[src/logic/cfc_pkg.sv]
package cfc_pkg;
   // ************************************************************
   // register map (byte-wide registers, plain port)
   // ************************************************************
   localparam logic [7:0] PLL_CTL_ADDR = 8'h1f;
   localparam logic [7:0] FWD_MAP_ADDR = 8'h20;
   localparam logic [7:0] FWD_MODE_ADDR = 8'h21;
   localparam logic [7:0] FWD_STAT_ADDR = 8'h22;

   // field positions
   localparam int OSC_SEL_BIT = 3;
   localparam int HALF_CLK_BIT = 2;
   localparam int RATE_LSB = 0;
   localparam int DIS_LSB = 4;
   localparam int MAP_LSB = 0;
   localparam int ASAP_BIT = 6;
   localparam int SYNC_LSB = 2;
   localparam int RR_BIT = 0;

   // reset values
   localparam logic [7:0] PLL_CTL_RST = 8'h02;
   localparam logic [7:0] FWD_MAP_RST = 8'hf0;
   localparam logic [7:0] FWD_MODE_RST = 8'h03;

   // lane rate and sync mode codes
   localparam logic [1:0] RATE_400M = 2'h3;
   localparam logic [1:0] SYNC_OFF = 2'h0;
   localparam logic [1:0] SYNC_CONCAT = 2'h3;

   localparam int NUM_PORTS = 4;
   localparam int DATA_W = 32;
endpackage

[src/logic/cfc_skid_buf.sv]
// two-entry buffer: full rate, and a receiver stall loses no word
module cfc_skid_buf
#(
   parameter int WIDTH = 32
)
(
   input  wire logic             core_clk,
   input  wire logic             sys_rst,
   input  wire logic [WIDTH-1:0] inData,
   input  wire logic             inValid,
   output logic                  inReady,
   output logic      [WIDTH-1:0] outData,
   output logic                  outValid,
   input  wire logic             outReady
);
   typedef struct packed {
      logic [1:0][WIDTH-1:0] mem;
      logic [WIDTH-1:0]      head;
      logic [1:0]            cnt;
      logic                  rdPtr;
      logic                  wrPtr;
      logic                  vld;
   } cfc_buf_t;

   cfc_buf_t s_q;
   cfc_buf_t s_d;

   // ************************************************************
   // storage
   // ************************************************************
   always_comb
   begin
      s_d = s_q;
      if (inValid && inReady)
      begin
         s_d.mem[s_q.wrPtr] = inData;
         s_d.wrPtr = ~s_q.wrPtr;
      end
      if (outValid && outReady)
         s_d.rdPtr = ~s_q.rdPtr;
      s_d.cnt = s_q.cnt + 2'(inValid && inReady) - 2'(outValid && outReady);
      // head word and valid live in flops, so the outputs leave straight from registers
      s_d.head = s_d.mem[s_d.rdPtr];
      s_d.vld  = (s_d.cnt != 2'h0);
   end

   always_ff @(posedge core_clk)
   begin
      if (sys_rst)
         s_q <= '0;
      else
         s_q <= s_d;
   end

   assign inReady  = (s_q.cnt != 2'h2);
   assign outValid = s_q.vld;
   assign outData  = s_q.head;
endmodule

[src/logic/cfc_forward_ctrl.sv]
// Function
// - oscillator bit picks external or internal reference
// - half-rate bit makes logic clock 100 MHz
// - two-bit lane rate select, resets to 10
// - per-port forward disable bits, reset to one
// - per-port output map bit, resets to zero
// - sync mode waits for all enabled ports
// - send-when-ready forwards each line when available
// - send-when-ready ignored in concatenation, short packets
// - two-bit sync mode field, resets to 00
// - best-effort bit serves ready ports round-robin
//
// Implementation choice: the strobed register port.
module cfc_forward_ctrl
   import cfc_pkg::*;
#(
   parameter int NPORT = cfc_pkg::NUM_PORTS,
   parameter int DW    = cfc_pkg::DATA_W
)
(
   input  wire logic                  core_clk,
   input  wire logic                  sys_rst,
   // register port
   input  wire logic [7:0]            regAddr,
   input  wire logic [7:0]            regWrData,
   input  wire logic                  regWrite,
   input  wire logic                  regRead,
   output logic      [7:0]            regRdData,
   // clocking controls
   output logic                       internalOscSelect,
   output logic                       halfRateClock,
   output logic      [1:0]            txLaneRate,
   // receive port streams
   input  wire logic [NPORT-1:0][DW-1:0] rxData,
   input  wire logic [NPORT-1:0]      rxValid,
   input  wire logic [NPORT-1:0]      rxLong,
   output logic      [NPORT-1:0]      rxReady,
   // forwarded stream toward the transmitter
   output logic      [DW-1:0]         txData,
   output logic      [1:0]            txPort,
   output logic                       txOutPort,
   output logic                       txValid,
   input  wire logic                  txReady
);
   typedef struct packed {
      logic [7:0]       pllCtl;
      logic [7:0]       fwdMap;
      logic [7:0]       fwdMode;
      logic [7:0]       rdData;
      logic [1:0]       rrPtr;
      logic [NPORT-1:0] sentMask;
      logic             synced;
   } cfc_state_t;

   cfc_state_t s_q;
   cfc_state_t s_d;

   logic [NPORT-1:0] enabled;
   logic [NPORT-1:0] eligible;
   logic             bufReady;
   logic             grantValid;
   logic [1:0]       grantIdx;
   logic [1:0]       syncMode;
   logic             asap;
   logic             allReady;
   logic [1:0]       idx;
   logic             found;
   logic [DW+3-1:0]  bufIn;
   logic [DW+3-1:0]  bufOut;

   // ************************************************************
   // eligibility
   // ************************************************************
   // asap is forced off in concatenation so lines stay glued together
   always_comb
   begin
      syncMode = s_q.fwdMode[SYNC_LSB +: 2];
      enabled  = ~s_q.fwdMap[DIS_LSB +: NPORT];
      asap     = s_q.fwdMode[ASAP_BIT] && (syncMode != SYNC_CONCAT);
      allReady = ((rxValid | s_q.sentMask | ~enabled) == '1);
      for (int p = 0; p < NPORT; p++)
      begin
         if (!enabled[p] || s_q.sentMask[p])
            eligible[p] = 1'b0;
         else if (syncMode == SYNC_OFF)
            eligible[p] = rxValid[p] && s_q.fwdMode[RR_BIT];
         else if (!rxLong[p])
            eligible[p] = rxValid[p];  // short packets never gated by asap
         else if (asap)
            eligible[p] = rxValid[p];
         else
            eligible[p] = rxValid[p] && allReady;
      end
   end

   // ************************************************************
   // round-robin pick starting after the last winner
   // ************************************************************
   always_comb
   begin
      found    = 1'b0;
      grantIdx = 2'h0;
      for (int k = 1; k <= NPORT; k++)
      begin
         idx = 2'(int'(s_q.rrPtr) + k);
         if (!found && eligible[idx])
         begin
            found    = 1'b1;
            grantIdx = idx;
         end
      end
      grantValid = found;
   end

   // only the granted port is drained, and only when the buffer has room
   always_comb
   begin
      rxReady = '0;
      if (grantValid && bufReady)
         rxReady[grantIdx] = 1'b1;
   end

   assign bufIn = {s_q.fwdMap[MAP_LSB + 32'(grantIdx)], grantIdx, rxData[grantIdx]};

   // ************************************************************
   // register and engine state update
   // ************************************************************
   always_comb
   begin
      s_d = s_q;
      if (regWrite)
      begin
         unique case (regAddr)
            PLL_CTL_ADDR:  s_d.pllCtl = {4'h0, regWrData[3:0]};
            FWD_MAP_ADDR:  s_d.fwdMap = regWrData;
            FWD_MODE_ADDR: s_d.fwdMode = {regWrData[7:4], regWrData[3:2], regWrData[1:0]};
            default:       s_d.fwdMode = s_q.fwdMode;
         endcase
      end
      // unmapped addresses read as zero
      s_d.rdData = 8'h00;
      if (regRead)
      begin
         unique case (regAddr)
            PLL_CTL_ADDR:  s_d.rdData = s_q.pllCtl;
            FWD_MAP_ADDR:  s_d.rdData = s_q.fwdMap;
            FWD_MODE_ADDR: s_d.rdData = s_q.fwdMode;
            FWD_STAT_ADDR: s_d.rdData = {7'h00, s_q.synced};
            default:       s_d.rdData = 8'h00;
         endcase
      end
      // sync round bookkeeping: a port sends one long line per round
      if (grantValid && bufReady)
      begin
         s_d.rrPtr = grantIdx;
         if (syncMode != SYNC_OFF && rxLong[grantIdx] && !asap)
            s_d.sentMask[grantIdx] = 1'b1;
         if (syncMode != SYNC_OFF && rxLong[grantIdx] && !asap && allReady)
            s_d.synced = 1'b1;
      end
      if ((s_d.sentMask | ~enabled) == '1 || syncMode == SYNC_OFF || asap)
         s_d.sentMask = '0;
      if (syncMode == SYNC_OFF)
         s_d.synced = 1'b0;
   end

   always_ff @(posedge core_clk)
   begin
      if (sys_rst)
      begin
         s_q          <= '0;
         s_q.pllCtl   <= PLL_CTL_RST;
         s_q.fwdMap   <= FWD_MAP_RST;
         s_q.fwdMode  <= FWD_MODE_RST;
      end
      else
         s_q <= s_d;
   end

   // ************************************************************
   // output buffer and register-driven controls
   // ************************************************************
   cfc_skid_buf #(.WIDTH(DW + 3)) outBuf
   (
      .core_clk (core_clk),
      .sys_rst  (sys_rst),
      .inData   (bufIn),
      .inValid  (grantValid),
      .inReady  (bufReady),
      .outData  (bufOut),
      .outValid (txValid),
      .outReady (txReady)
   );

   assign txData            = bufOut[DW-1:0];
   assign txPort            = bufOut[DW +: 2];
   assign txOutPort         = bufOut[DW + 2];
   assign internalOscSelect = s_q.pllCtl[OSC_SEL_BIT];
   assign halfRateClock     = s_q.pllCtl[HALF_CLK_BIT];
   assign txLaneRate        = s_q.pllCtl[RATE_LSB +: 2];
   assign regRdData         = s_q.rdData;
endmodule

[config.mk]
export PLATFORM = sky130hd
export DESIGN_NAME = cfc_forward_ctrl
export DESIGN_NICKNAME = d
export VERILOG_FILES = /design/src/logic/cfc_pkg.sv /design/src/logic/cfc_skid_buf.sv /design/src/logic/cfc_forward_ctrl.sv
export SDC_FILE = /design/constraint.sdc
export NUM_CORES = 1
export LEC_CHECK = 0
export ABC_CLOCK_PERIOD_IN_PS = 2700
export BUFFER_PORTS_ARGS = -buffer_cell sky130_fd_sc_hd__buf_2
export CORE_ASPECT_RATIO = 1.2
export CORE_MARGIN = 3
export CORE_UTILIZATION = 48
export CTS_CLUSTER_SIZE = 20
export DETAILED_ROUTE_END_ITERATION = 8
export GPL_ROUTABILITY_DRIVEN = 0
export GPL_TIMING_DRIVEN = 0
export MAX_ROUTING_LAYER = met4
export PLACE_DENSITY = 0.77
export REMOVE_ABC_BUFFERS = 1
export SKIP_LAST_GASP = 1
export SLEW_MARGIN = 20
export SYNTH_ARGS = -nofsm -noshare
export SYNTH_HDL_FRONTEND = slang
export SYNTH_SLANG_ARGS = --single-unit
[constraint.sdc]
create_clock -name core_clk -period 2.7 [get_ports core_clk]
set_clock_uncertainty 0.2 [all_clocks]
set_input_delay 0.135 -clock core_clk [delete_from_list [all_inputs] [get_ports core_clk]]
set_output_delay 0.135 -clock core_clk [all_outputs]
set_load 0.01 [all_outputs]
* After elaboration in Yosys (flattened, before gate mapping)
Cells that the tools add are included.
Word-level totals: flip-flop bits (word level) 145, output and inout bits 52, logic and storage cells 142
Cells by class: add/subtract/negate cells 6, magnitude comparators 10, equality and inequality tests 8, muxes and demuxes 52, bitwise gates (word level) 9, reduce and logical (&&, ||, !) cells 43
Operators by type and width (count):
- two-way mux 35 bit | 3
- bitwise mux 70 bit | 1
- two-way mux 70 bit | 1
- binary-select mux 32 bit (select 2 bit) | 1
- demux 35 bit (select 1 bit) | 1
- two-way mux 32 bit | 1
- case mux 8 bit (4 select lines) | 1
- two-way mux 1 bit | 29
- equality test 8 x 6 -> 1 bit (second input constant) | 3
- logical AND 1 bit | 19
- OR 4 bit | 4
- < comparator 2 x 3 -> 1 bit (second input constant) | 5
- binary-select mux 1 bit (select 2 bit) | 6
- equality test 4 bit (second input constant) | 2
- equality test 8 x 5 -> 1 bit (second input constant) | 1
- zero test 1 bit | 8
- two-way mux 2 bit | 4
- two-way mux 4 bit | 2
- NOT 4 bit | 2
- AND reduction 2 bit | 4
- logical OR 1 bit | 6
- OR reduction 2 bit | 3
- two-way mux 5 bit | 1
- adder 2 x 1 -> 2 bit (second input constant) | 2
- 12 further kinds | 18

* Depth between registers and ports, before layout
Gate-level depths: netlist (run 1).
depth after elaboration 33, gate-level depth with buffers 11, gate-level depth less buffers 10

* Modules after synthesis
A second synthesis (run 1) with hierarchy kept.
Second synthesis, totals: cell total of the unflattened synthesis 812, area, all modules 6777.8 µm²
By module, submodules not included:
- cfc_skid_buf | instances 1, cells each 366, area an instance 3963.8 µm², sequential area each 2202.1 µm²
- cfc_forward_ctrl | instances 1, cells each 446, area an instance 2813.9 µm², sequential area each 700.7 µm²

* Worst setup path before layout (run 1)
No wires, ideal clock.
path kind register -> register, start point reg s_q[29] (netlist bit), end point reg outBuf.s_q, in the netlist outBuf.outData[2], data arrival time 2.472 ns, required time 2.358 ns, slack -0.114 ns, cell stages (with the launch flop) 11, path buffers 3, period minus slack after synthesis 2.814 ns, cell sequence dfxtp_1 > nor3_1 > or4_4 > buf_6 > a31o_1 > a211oi_2 > o21a_4 > buf_12 > buf_6 > mux2i_2 > o221ai_1
On the way: longest elaborated chain between the ends 27, elaborated cells between the ends (all ways) 55, classes of those cells eq/ne (1); mux (38); bitwise (3); reduce/logical (13)
RTL lines:
- start, declared | line cfc_forward_ctrl.sv:55 | cfc_state_t s_q;
- NOT 4 bit * | line cfc_forward_ctrl.sv:78 | enabled = ~s_q.fwdMap[DIS_LSB +: NPORT];
- NOT 4 bit | line cfc_forward_ctrl.sv:80 | allReady = ((rxValid | s_q.sentMask | ~enabled) == '1);
- OR 4 bit | line cfc_forward_ctrl.sv:80
- equality test 4 bit | line cfc_forward_ctrl.sv:80
- logical AND 1 bit | line cfc_forward_ctrl.sv:92 | eligible[p] = rxValid[p] && allReady;
- two-way mux 1 bit | line cfc_forward_ctrl.sv:89 | else if (asap)
- two-way mux 1 bit | line cfc_forward_ctrl.sv:87 | else if (!rxLong[p])
- two-way mux 1 bit | line cfc_forward_ctrl.sv:85 | else if (syncMode == SYNC_OFF)
- [... 10 more ...]
- zero test 1 bit | line cfc_forward_ctrl.sv:106 | if (!found && eligible[idx])
- logical AND 1 bit | line cfc_forward_ctrl.sv:106
- two-way mux 2 bit | line cfc_forward_ctrl.sv:106
- binary-select mux 32 bit (select 2 bit) | line cfc_forward_ctrl.sv:123 | assign bufIn = {s_q.fwdMap[MAP_LSB + 32'(grantIdx)], grantIdx, rxData[grantIdx]};
- two-way mux 32 bit (implied by the code) | line cfc_forward_ctrl.sv:123
- bitwise mux 70 bit | line cfc_skid_buf.sv:36 | s_d.mem[s_q.wrPtr] = inData;
- two-way mux 70 bit * | line cfc_skid_buf.sv:34 | if (inValid && inReady)
- two-way mux 35 bit (implied by the code) * (2 in series) | line cfc_skid_buf.sv:43 | s_d.head = s_d.mem[s_d.rdPtr];
- end signal, assigned | line cfc_skid_buf.sv:50 | s_q <= '0;
- end signal, assigned | line cfc_skid_buf.sv:52 | s_q <= s_d;
- end, declared | line cfc_skid_buf.sv:25 | cfc_buf_t s_q;
Mark *: on every way between the ends. The rest lies on a longest branch, timed or not. The select of a mux whose other input is x is not followed. A chain may end at the register's enable or synchronous reset.

* Worst setup path after layout (run 1)
start point reg s_q[17] (netlist bit), end point reg outBuf.s_q[41] (netlist bit)
On the way: longest elaborated chain between the ends 22, elaborated cells between the ends (all ways) 46, classes of those cells eq/ne (1); mux (36); reduce/logical (9)
RTL lines:
- != test 2 bit | line cfc_forward_ctrl.sv:79 | asap = s_q.fwdMode[ASAP_BIT] && (syncMode != SYNC_CONCAT);
- logical AND 1 bit | line cfc_forward_ctrl.sv:79
- two-way mux 1 bit | line cfc_forward_ctrl.sv:89
- two-way mux 1 bit | line cfc_forward_ctrl.sv:87
- two-way mux 1 bit | line cfc_forward_ctrl.sv:85
- two-way mux 1 bit | line cfc_forward_ctrl.sv:83 | if (!enabled[p] || s_q.sentMask[p])
- binary-select mux 1 bit (select 2 bit) | line cfc_forward_ctrl.sv:106
- two-way mux 1 bit (implied by the code) | line cfc_forward_ctrl.sv:106
- [... 6 more ...]
- two-way mux 1 bit | line cfc_forward_ctrl.sv:106
- zero test 1 bit | line cfc_forward_ctrl.sv:106
- logical AND 1 bit | line cfc_forward_ctrl.sv:106
- two-way mux 2 bit | line cfc_forward_ctrl.sv:106
- binary-select mux 32 bit (select 2 bit) | line cfc_forward_ctrl.sv:123
- two-way mux 32 bit (implied by the code) | line cfc_forward_ctrl.sv:123
- bitwise mux 70 bit | line cfc_skid_buf.sv:36
- two-way mux 70 bit * | line cfc_skid_buf.sv:34
Marks and branches as above.

==> results.py, run 1 <==
metrics = {
    "run_status": {
        "status": "finished with violations",
        "violations": "negative setup slack",
    },
    "placement": {
        "hpwl_um": 13700,
        "dpl.cell_count": 1063,
        "port_buffers": 208,
    },
    "cts": {
        "htree_levels": 4,
        "path_clk_slew_ns": 0.06,
        "cts_buffer_depth": 2,
        "cts_tree": "done",
        "cts.sinks": 145,
        "clk_latency_ns": 0.42,
        "cts_inserted_buffers": 17,
        "clk_root_buffer_cell": "clkbuf_16",
    },
    "timing": {
        "slew_viol_final": 0,
        "fin_crit_sh_pct": 119,
        "hold_violations": 0,
        "maxSlewHeadroom_pct": 31.4,
        "rsz0062_at_grt": "true",
        "fin_crit_ns": 3.21,
        "hold_ws_ns": 0.0896,
        "worst_slew_pin_slew_ns": 1.03,
        "setup_viol": 117,
        "finalSetupTns_ns": -41.84,
        "setup_ws_ns": -0.507,
        "fmax_mhz": 312,
    },
    "power": {
        "ir_drop_uv": 425,
        "power_density_mw_per_mm2": 440,
        "leakagePower_nw": 4.85,
        "finalPower_mw": 5.77,
    },
    "grt": {
        "grt_pass1_wl_um": 50200,
        "grt_pass1_vias": 9041,
        "grtUsageTotal_pct": 39.1,
        "grt_max_degree": 42,
        "antenna_found_initial": 2,
        "overflow": 0,
    },
    "drt": {
        "viasPerCell": 6.75,
        "post_drt_wl_per_cell_um": 28.9,
        "postRouteAntennaNets": 0,
        "vias": 9043,
        "first_pass_iters": 6,
        "drtIter0Drc": 1295,
        "drc": 0,
        "wl_um": 38700,
    },
    "floorplan": {
        "core.rowCount": 49,
        "ios": 209,
        "core-area_mm2": 0.0150,
        "initial_core_util_pct": 49.2,
        "die-area_mm2": 0.0169,
        "fp.dieH_um": 142,
        "die_w_um": 119,
    },
    "final_layout": {
        "drive_gt1_share_pct": 50.5,
        "fill_cells": 609,
        "fin_nets": 1278,
        "final_core_util_pct": 87.3,
        "final_cells": 1339,
        "area_growth_syn_to_layout_pct": 77.6,
    },
    "yosys": {
        "yosysMostFrequentCell": "dfxtp_1",
        "yosysUniqueCellTypes": 61,
        "ys_seq_area_share_pct": 39.3,
        "synthArstFlopShare_pct": 0,
        "yosysWarnings": 0,
        "netlist_instances": 735,
        "ys_top_cells_by_area": "dfxtp_1, o221ai_1, mux2i_2, mux2i_4, nand2_1",
        "synth_edf_count": 0,
        "synth_commonest_cells": "dfxtp_1, nand2_1, o221ai_1",
        "syn_area_mm2": 0.00739,
        "ys_seq_elements": 145,
        "syn_avg_cell_area_um2": 10.0,
        "synth_flop_cell": "dfxtp_1",
        "synth_top_area_share_pct": 39.3,
        "yosys.area.top_type": "dfxtp_1",
    },
    "min_path": {
        "worstHoldEndpoint": "s_q[0]",
        "whs_path_depth": 4,
        "hold_path_class": "input port to flop",
        "hold_start": "rxLong[0]",
    },
    "worst_setup_path": {
        "crit_path_start_kind": "flop",
        "path_max_fanout": 7,
        "cp.arrival_ns": 3.27,
        "crit_type": "flop to flop",
        "r2r_slack_ns": -0.51,
        "end_kind": "flop",
        "rr_endpoint": "outBuf.s_q[41]",
        "r2r-start": "s_q[17]",
        "reg2reg_depth": 11,
        "crit_required_ns": 2.77,
    },
    "flow_run": {
        "drv_cap": 0,
    },
}
## cell usage in the layout (no fill, tap or decap), types with 21 or more instances in the layout
cell type / instances
buf_4: 33
o221ai_1: 28
mux2i_4: 60
nand2_1: 99
dfxtp_1: 139
o221ai_2: 69
nor2_1: 24
a22oi_1: 21
dlygate4sd3_1: 148
buf_2: 208
a21oi_1: 22
buf_12: 21
## cell families (layout without fill, tap and decap cells)
family                     after synthesis  in the layout  share of synthesized area [%]
DFF                                    145            145                           39.3
xor gates and xnor gates                 6              6                          0.712
buffers and inverters                  106            493                           9.47
muxes                                   67             67                           14.3
adders and majority gates                3              4                          0.474
and+or+nand+nor                        195            201                           11.9
other                                    0              4                              0
AOI/OAI and AO/OA                      213            215                           23.9
## registers in the layout, indices dropped and copies added (netlist names)
signal / cells
halfRateClock: 1
outBuf.outValid: 1
outBuf.outData: 35
s_q: 23
regRdData: 8
txLaneRate: 2
internalOscSelect: 1
outBuf.s_q: 74
## cell type report
| class | instances | area, um2 | area share, % |
|---|---|---|---|
| Tap cell | 204 | 255 | 1.95 |
| Multi-Input combinational cell | 493 | 5310 | 40.5 |
| Sequential cell | 145 | 2920 | 22.2 |
| Clock buffer | 18 | 439 | 3.35 |
| Inverter | 9 | 35.0 | 0.267 |
| Antenna cell | 4 | 10.0 | 0.0763 |
| Clock inverter | 13 | 161 | 1.23 |
| Timing Repair Buffer | 453 | 3980 | 30.4 |
## stage by stage
stage / setup slack (ns) / instance area (um2)
4_1_cts: -0.296 / 12200
5_1_grt: -0.560 / 13100
3_3_place_gp: -4.24 / 8020
3_5_place_dp: -1.36 / 8380
6_report: -0.507 / 13100
2_1_floorplan: -1.80 / 6720
## power breakdown
group          total (mW)  leakage, nW  internal [mW]  switching, mW
Clock                2.46        0.296           1.48          0.989
Sequential           2.18         1.17           2.16         0.0166
Combinational        1.12         3.39          0.522          0.602
## layer usage
layer  track usage [%]  wire, um  vias up
met5                 -         0        -
li1                  -         -     3590
met3              8.81      4400      349
met2              66.4     18300      915
met4              23.9      3630        0
met1              41.5     12400     4189
## worst max path at each step
stage / start / end / slack (ns) / cells past startpoint
global route: s_q[30] / outBuf.s_q[41] / -0.56 / 12
detailed placement: s_q[28] / outBuf.s_q[52] / -1.36 / 7
finish: s_q[17] / outBuf.s_q[41] / -0.51 / 11
CTS: s_q[17] / outBuf.s_q[52] / -0.30 / 11
global placement: s_q[18] / outBuf.outData[8] / -4.24 / 7
floorplan: s_q[17] / outBuf.outData[10] / -1.80 / 7
## worst max-delay path, stage by stage (launching register included)
cell	delay, ns
dfxtp_1	0.40
or3_4	0.44
nand3_2	0.22
a31oi_4	0.10
buf_6	0.16
a211oi_4	0.34
o21a_4	0.23
buf_12	0.17
buf_12	0.13
buf_16	0.16
mux2i_4	0.31
o221ai_1	0.18
## what timing repair did
action,CTS,global route
endpoints found under the setup margin,120,117
endpoints found under the hold margin,118,0
buffers inserted,54,23
gates cloned,18,5
pin swaps,61,51
hold buffers,148,0
gates resized for setup,162,101
Power figures use the tool's default switching activity.
==> run 2: changes to the inputs <==
--- a/config.mk
+++ b/config.mk
@@ -16,7 +16,6 @@
 export GPL_TIMING_DRIVEN = 0
 export MAX_ROUTING_LAYER = met4
 export PLACE_DENSITY = 0.77
-export REMOVE_ABC_BUFFERS = 1
 export SKIP_LAST_GASP = 1
 export SLEW_MARGIN = 20
 export SYNTH_ARGS = -nofsm -noshare
==> run 2 against run 1 <==
Against the previous run: the flow still finishes with violations (negative setup slack); wire length fell by 20%; flip-flop and latch count did not move; total power decreased by 3.5%; hold slack worse by 0.047 ns; first-iteration DRC count fell by 26%; die area is the same; maximum frequency fell by 2.3%; clock power is 3% higher; final area fell by 6.7%; sequential power about the same; critical endpoint is now outBuf.outData[34].
==> results.py, run 2 (same netlist as run 1, synthesis figures left out) <==
metrics = {
    "run_status": {
        "status": "finished with violations",
        "violations": "negative setup slack",
    },
    "floorplan": {
        "die_w_um": 119,
        "core.rowCount": 49,
        "core-area_mm2": 0.0150,
        "fp.dieH_um": 142,
        "ios": 209,
        "initial_core_util_pct": 49.2,
        "die-area_mm2": 0.0169,
    },
    "final_layout": {
        "largest-register": "outBuf.s_q",
        "fin_nets": 1308,
        "drive_gt1_share_pct": 45.4,
        "final_core_util_pct": 81.4,
        "final_area_mm2": 0.0122,
        "regArea_mm2": 0.00292,
        "area_growth_syn_to_layout_pct": 65.6,
        "largest_reg_flops": 74,
        "layout_commonest_cell": "buf_2",
        "fill_cells": 790,
        "multi_input_area_mm2": 0.00458,
        "layout_common_cells": "buf_2, dlygate4sd3_1, dfxtp_1",
    },
    "power": {
        "leakagePower_nw": 4.78,
        "finalPower_mw": 5.56,
        "p_seq_share_pct": 39.2,
        "power_density_mw_per_mm2": 455,
        "p_sw_share_pct": 26.0,
        "ir_drop_uv": 513,
        "power_frac_comb_pct": 15.4,
        "power_switching_mw": 1.44,
        "pwr-share-clk_pct": 45.4,
        "p_int_mw": 4.12,
    },
    "worst_setup_path": {
        "slowest_delay_ns": 0.59,
        "crit_type": "flop to flop",
        "crit_path_top_delay_cell": "or4_4",
        "path_max_fanout": 7,
        "worstPathCellList": "nor3_1, or4_4, buf_8, a31o_4, a211oi_4, o21a_4, buf_12, buf_12, buf_12, buf_16, mux2i_4, o221ai_2",
        "rr_endpoint": "outBuf.outData[34]",
        "crit_required_ns": 2.78,
        "end_kind": "flop",
        "cp.arrival_ns": 3.36,
        "reg2reg_depth": 12,
        "r2r-start": "s_q[4]",
        "r2r_slack_ns": -0.58,
        "crit_path_start_kind": "flop",
        "crit_top_cell": "buf_12",
    },
    "drt": {
        "vias": 8498,
        "wl_um": 31000,
        "drc": 0,
        "first_pass_iters": 8,
        "postRouteAntennaNets": 0,
        "drtIter0Drc": 963,
        "post_drt_wl_per_cell_um": 22.6,
        "viasPerCell": 6.21,
    },
    "yosys": {
        "synthesis.nets": 894,
    },
    "timing": {
        "fin_crit_sh_pct": 122,
        "hold_ws_ns": 0.0427,
        "fmax_mhz": 305,
        "slew_viol_final": 0,
        "rsz0062_at_grt": "true",
        "worst_slew_pin_slew_ns": 0.822,
        "hold_violations": 0,
        "setup_viol": 115,
        "setup_ws_ns": -0.582,
        "fin_crit_ns": 3.28,
        "maxSlewHeadroom_pct": 45.1,
    },
    "flow_run": {
        "drv_cap": 0,
    },
    "cts": {
        "cts.sinks": 145,
        "clk_root_buffer_cell": "clkbuf_16",
        "path_clk_slew_ns": 0.06,
        "cts_buffer_depth": 2,
        "htree_levels": 4,
        "cts_tree": "done",
        "cts_inserted_buffers": 17,
        "clk_latency_ns": 0.42,
    },
    "min_path": {
        "hold_path_class": "input port to flop",
        "hold_start": "regAddr[1]",
        "whs_path_depth": 5,
        "worstHoldEndpoint": "regRdData[0]",
    },
    "grt": {
        "grt_pass1_vias": 8355,
        "grt_max_degree": 17,
        "antenna_found_initial": 2,
        "grt_pass1_wl_um": 44200,
        "overflow": 0,
        "grtUsageTotal_pct": 33.6,
    },
    "placement": {
        "dpl_cell_area_mm2": 0.00872,
        "port_buffers": 208,
        "hpwl_um": 14600,
        "place_ws_ns": -0.707,
    },
}
## run 2: cell count changes in the layout (fill, tap and decap cells not counted), sizes merged, moves of 2 or more
cell / before / now
o21a: 3 / 1
clkbuf: 21 / 51
dlygate4sd3: 148 / 140
nand2: 110 / 105
buf: 301 / 319
## run 2: layout make-up
cell class	count	share of cell area, %
multi-input combinational	484	37.4
timing repair buffer	395	24.6
clock inverter	14	1.52
clock buffer	18	3.59
inverter	9	0.286
buffer	97	6.63
antenna	3	0.0614
sequential	145	23.8
tap	204	2.09
## run 2: metrics by stage
stage,instances,TNS [ns]
2_1_floorplan,735,-7.77
3_3_place_gp,1147,-59.50
3_5_place_dp,1147,-59.81
4_1_cts,1352,-34.84
5_1_grt,1368,-62.63
6_report,1369,-52.31
## run 2: what timing repair did
item,CTS,global route
hold buffers,140,0
buffers inserted,29,14
resized for setup,140,47
cloned,4,3
pin swaps,13,10
endpoints found under the hold margin,122,0
endpoints found under the setup margin,111,115
## run 2: worst max path at each step
| stage | start | cells past startpoint | to | slack (ns) |
|---|---|---|---|---|
| 4_1_cts | s_q[1] | 12 | outBuf.s_q[74] | -0.37 |
| 6_report | s_q[4] | 12 | outBuf.outData[34] | -0.58 |
| 3_3_place_gp | s_q[18] | 8 | outBuf.outData[26] | -0.72 |
| 2_1_floorplan | s_q[28] | 10 | outBuf.outData[11] | -0.09 |
| 3_5_place_dp | s_q[18] | 8 | outBuf.outData[26] | -0.71 |
| 5_1_grt | s_q[1] | 11 | outBuf.s_q[45] | -0.69 |
## run 2: power groups by stage
stage / registers [mW] / clock network (mW) / logic [mW]
2_1_floorplan: 2.23 / 0 / 0.293
3_3_place_gp: 2.23 / 0 / 0.552
3_5_place_dp: 2.23 / 0 / 0.559
4_1_cts: 2.18 / 2.51 / 0.780
5_1_grt: 2.18 / 2.63 / 0.893
6_report: 2.18 / 2.53 / 0.856
## run 2: critical path: cells and delay by family, from the launching register on
| family | cells | cell delay, ns |
|---|---|---|
| mux | 1 | 0.32 |
| compound gates | 4 | 0.90 |
| flops | 1 | 0.36 |
| buf+inv | 5 | 0.71 |
| simple gates | 2 | 0.65 |
## run 2: layer usage
layer	global-route usage, %	wire, um
met4	18.7	2220
met1	36.9	10600
met3	6.26	2650
met2	57.4	15500
met5	-	0
==> run 3: changes to the inputs <==
--- a/config.mk
+++ b/config.mk
@@ -9,13 +9,13 @@
 export BUFFER_PORTS_ARGS = -buffer_cell sky130_fd_sc_hd__buf_2
 export CORE_ASPECT_RATIO = 1.2
 export CORE_MARGIN = 3
-export CORE_UTILIZATION = 48
+export CORE_UTILIZATION = 35
 export CTS_CLUSTER_SIZE = 20
 export DETAILED_ROUTE_END_ITERATION = 8
 export GPL_ROUTABILITY_DRIVEN = 0
 export GPL_TIMING_DRIVEN = 0
 export MAX_ROUTING_LAYER = met4
-export PLACE_DENSITY = 0.77
+export SETUP_SLACK_MARGIN = 0.4
 export SKIP_LAST_GASP = 1
 export SLEW_MARGIN = 20
 export SYNTH_ARGS = -nofsm -noshare
==> run 3 against run 2 <==
Against the previous run: the run still ends with negative setup slack left; final area shrank 0.31%; wire length shrank 14%; combinational power grew 1%; via count shrank 10%; register-to-register slack gained 0.13 ns; sequential power is essentially flat; global-route usage shrank 11 points; setup slack gained 0.13 ns; utilization shrank 22 points; sequential share of layout area grew 0.18 points; die area grew 35%; critical path type unchanged; critical endpoint is now outBuf.outData[21]; largest power group unchanged; highest routed layer unchanged.
==> results.py, run 3 (same netlist as run 1, synthesis figures left out) <==
metrics = {
    "final_layout": {
        "layout_commonest_cell": "buf_2",
        "largest_reg_flops": 74,
        "final_area_mm2": 0.0122,
        "area_growth_syn_to_layout_pct": 65.1,
        "largest-register": "outBuf.s_q",
        "layout_common_cells": "buf_2, dlygate4sd3_1, dfxtp_1",
        "drive_gt1_share_pct": 46.5,
        "fin_nets": 1295,
    },
    "grt": {
        "grtUsageTotal_pct": 22.2,
        "antenna_found_initial": 0,
        "grt_pass1_vias": 7624,
        "grt_max_degree": 17,
        "overflow": 0,
        "grt_pass1_wl_um": 40100,
    },
    "power": {
        "power_frac_comb_pct": 16.3,
        "power_switching_mw": 1.53,
        "leakagePower_nw": 4.67,
        "p_sw_share_pct": 28.8,
        "p_int_mw": 3.78,
        "power_density_mw_per_mm2": 435,
        "ir_drop_uv": 418,
        "finalPower_mw": 5.31,
        "pwr-share-clk_pct": 42.8,
        "p_seq_share_pct": 40.9,
    },
    "yosys": {
        "synthesis.nets": 894,
    },
    "worst_setup_path": {
        "path_max_fanout": 10,
        "r2r_slack_ns": -0.45,
        "worstPathCellList": "nor3_2, or4_4, buf_6, a31o_4, a211oi_4, o21a_4, buf_12, buf_12, mux2i_4, o221ai_1",
        "crit_path_top_delay_cell": "or4_4",
        "crit_required_ns": 2.79,
        "slowest_delay_ns": 0.56,
        "crit_type": "flop to flop",
        "crit_path_end": "outBuf.outData[21]",
        "end_kind": "flop",
        "rr_endpoint": "outBuf.outData[21]",
        "crit_path_start_kind": "flop",
        "cp.arrival_ns": 3.24,
        "crit_start": "s_q[27]",
        "r2r-start": "s_q[27]",
        "reg2reg_depth": 10,
        "crit_top_cell": "buf_12",
    },
    "cts": {
        "cts_inserted_buffers": 17,
        "cts_tree": "done",
        "path_clk_slew_ns": 0.07,
        "cts_buffer_depth": 2,
        "clk_latency_ns": 0.43,
        "htree_levels": 4,
        "cts.sinks": 145,
        "clk_root_buffer_cell": "clkbuf_16",
    },
    "drt": {
        "wl_um": 26500,
        "drtIter0Drc": 385,
        "post_drt_wl_per_cell_um": 18.7,
        "first_pass_iters": 7,
        "postRouteAntennaNets": 0,
        "viasPerCell": 5.38,
        "drc": 0,
        "vias": 7619,
    },
    "placement": {
        "hpwl_um": 15700,
        "port_buffers": 208,
        "dpl_cell_area_mm2": 0.00883,
    },
    "run_status": {
        "status": "finished with violations",
        "violations": "negative setup slack",
    },
    "floorplan": {
        "core-area_mm2": 0.0205,
        "core.rowCount": 57,
        "ios": 209,
        "die-area_mm2": 0.0229,
        "die_w_um": 139,
        "fp.dieH_um": 165,
        "initial_core_util_pct": 36.1,
    },
    "timing": {
        "hold_violations": 0,
        "fmax_mhz": 317,
        "setup_viol": 113,
        "slew_viol_final": 0,
        "worst_slew_pin_slew_ns": 0.837,
        "maxSlewHeadroom_pct": 43.7,
        "setup_ws_ns": -0.454,
        "finalSetupTns_ns": -43.23,
        "fin_crit_sh_pct": 117,
        "fin_crit_ns": 3.15,
        "rsz0062_at_grt": "true",
    },
    "min_path": {
        "hold_path_class": "input port to flop",
        "whs_path_depth": 4,
        "hold_start": "regAddr[0]",
    },
    "flow_run": {
        "drv_cap": 0,
    },
}
==> run 3: per-layer routing <==
metal  routed length, um  GRT usage, %  up-vias
met5                   0             -        -
met4                 602          8.63        0
met3                1370          3.74       46
met2               13700          37.7      290
met1               10900          26.5     3690
li1                    -             -     3593
==> run 3: layout make-up <==
cell class,count,area [um2]
fillers,1672,8280
multi-input cells,484,4710
flip-flops and latches,145,2930
repair buffers,382,2810
plain buffers,97,812
clock buffers,17,425
well taps,265,332
clock inverters,15,139
inverters,9,35.0
diodes,1,2.50
==> run 3: worst min-delay path by stage <==
stage	slack (ns)	to
after floorplan	0.02	outBuf.s_q[2]
after global placement	0.21	s_q[22]
after detailed placement	0.21	s_q[20]
after CTS	0.002	regRdData[0]
after global routing	0.09	regRdData[0]
final	0.01	regRdData[0]
==> run 3: through the flow <==
stage,worst slack (ns),std cells,hold WS (ns),util [%]
after floorplan,-0.0944,735,0.0156,-
after global placement,-0.875,1208,0.208,43.2
after detailed placement,-0.822,1208,0.213,43.2
after CTS,-0.349,1402,0.00159,56.8
after global routing,-0.525,1414,0.0880,59.6
final,-0.454,1415,0.0137,59.6
==> run 3: critical path: cells and delay by family, from the launching register on <==
| kind | cells | cell delay [ns] |
|---|---|---|
| simple gates | 2 | 0.61 |
| compound gates | 4 | 0.96 |
| flops | 1 | 0.37 |
| buf+inv | 3 | 0.56 |
| mux | 1 | 0.30 |
==> run 3: power groups by stage <==
stage	Combinational (mW)	Sequential, mW	Clock [mW]
after floorplan	0.297	2.23	0
after CTS	0.805	2.17	2.31
after global placement	0.573	2.23	0
final	0.865	2.17	2.27
after detailed placement	0.574	2.23	0
after global routing	0.924	2.17	2.39
==> run 3: what timing repair did <==
| item | in CTS | in global routing |
|---|---|---|
| cloned | 1 | 4 |
| gates resized for setup | 129 | 79 |
| setup endpoints to repair | 120 | 122 |
| hold endpoints to repair | 120 | 0 |
| buffers inserted | 22 | 8 |
| pin swaps | 17 | 26 |
| hold buffers | 139 | 0 |
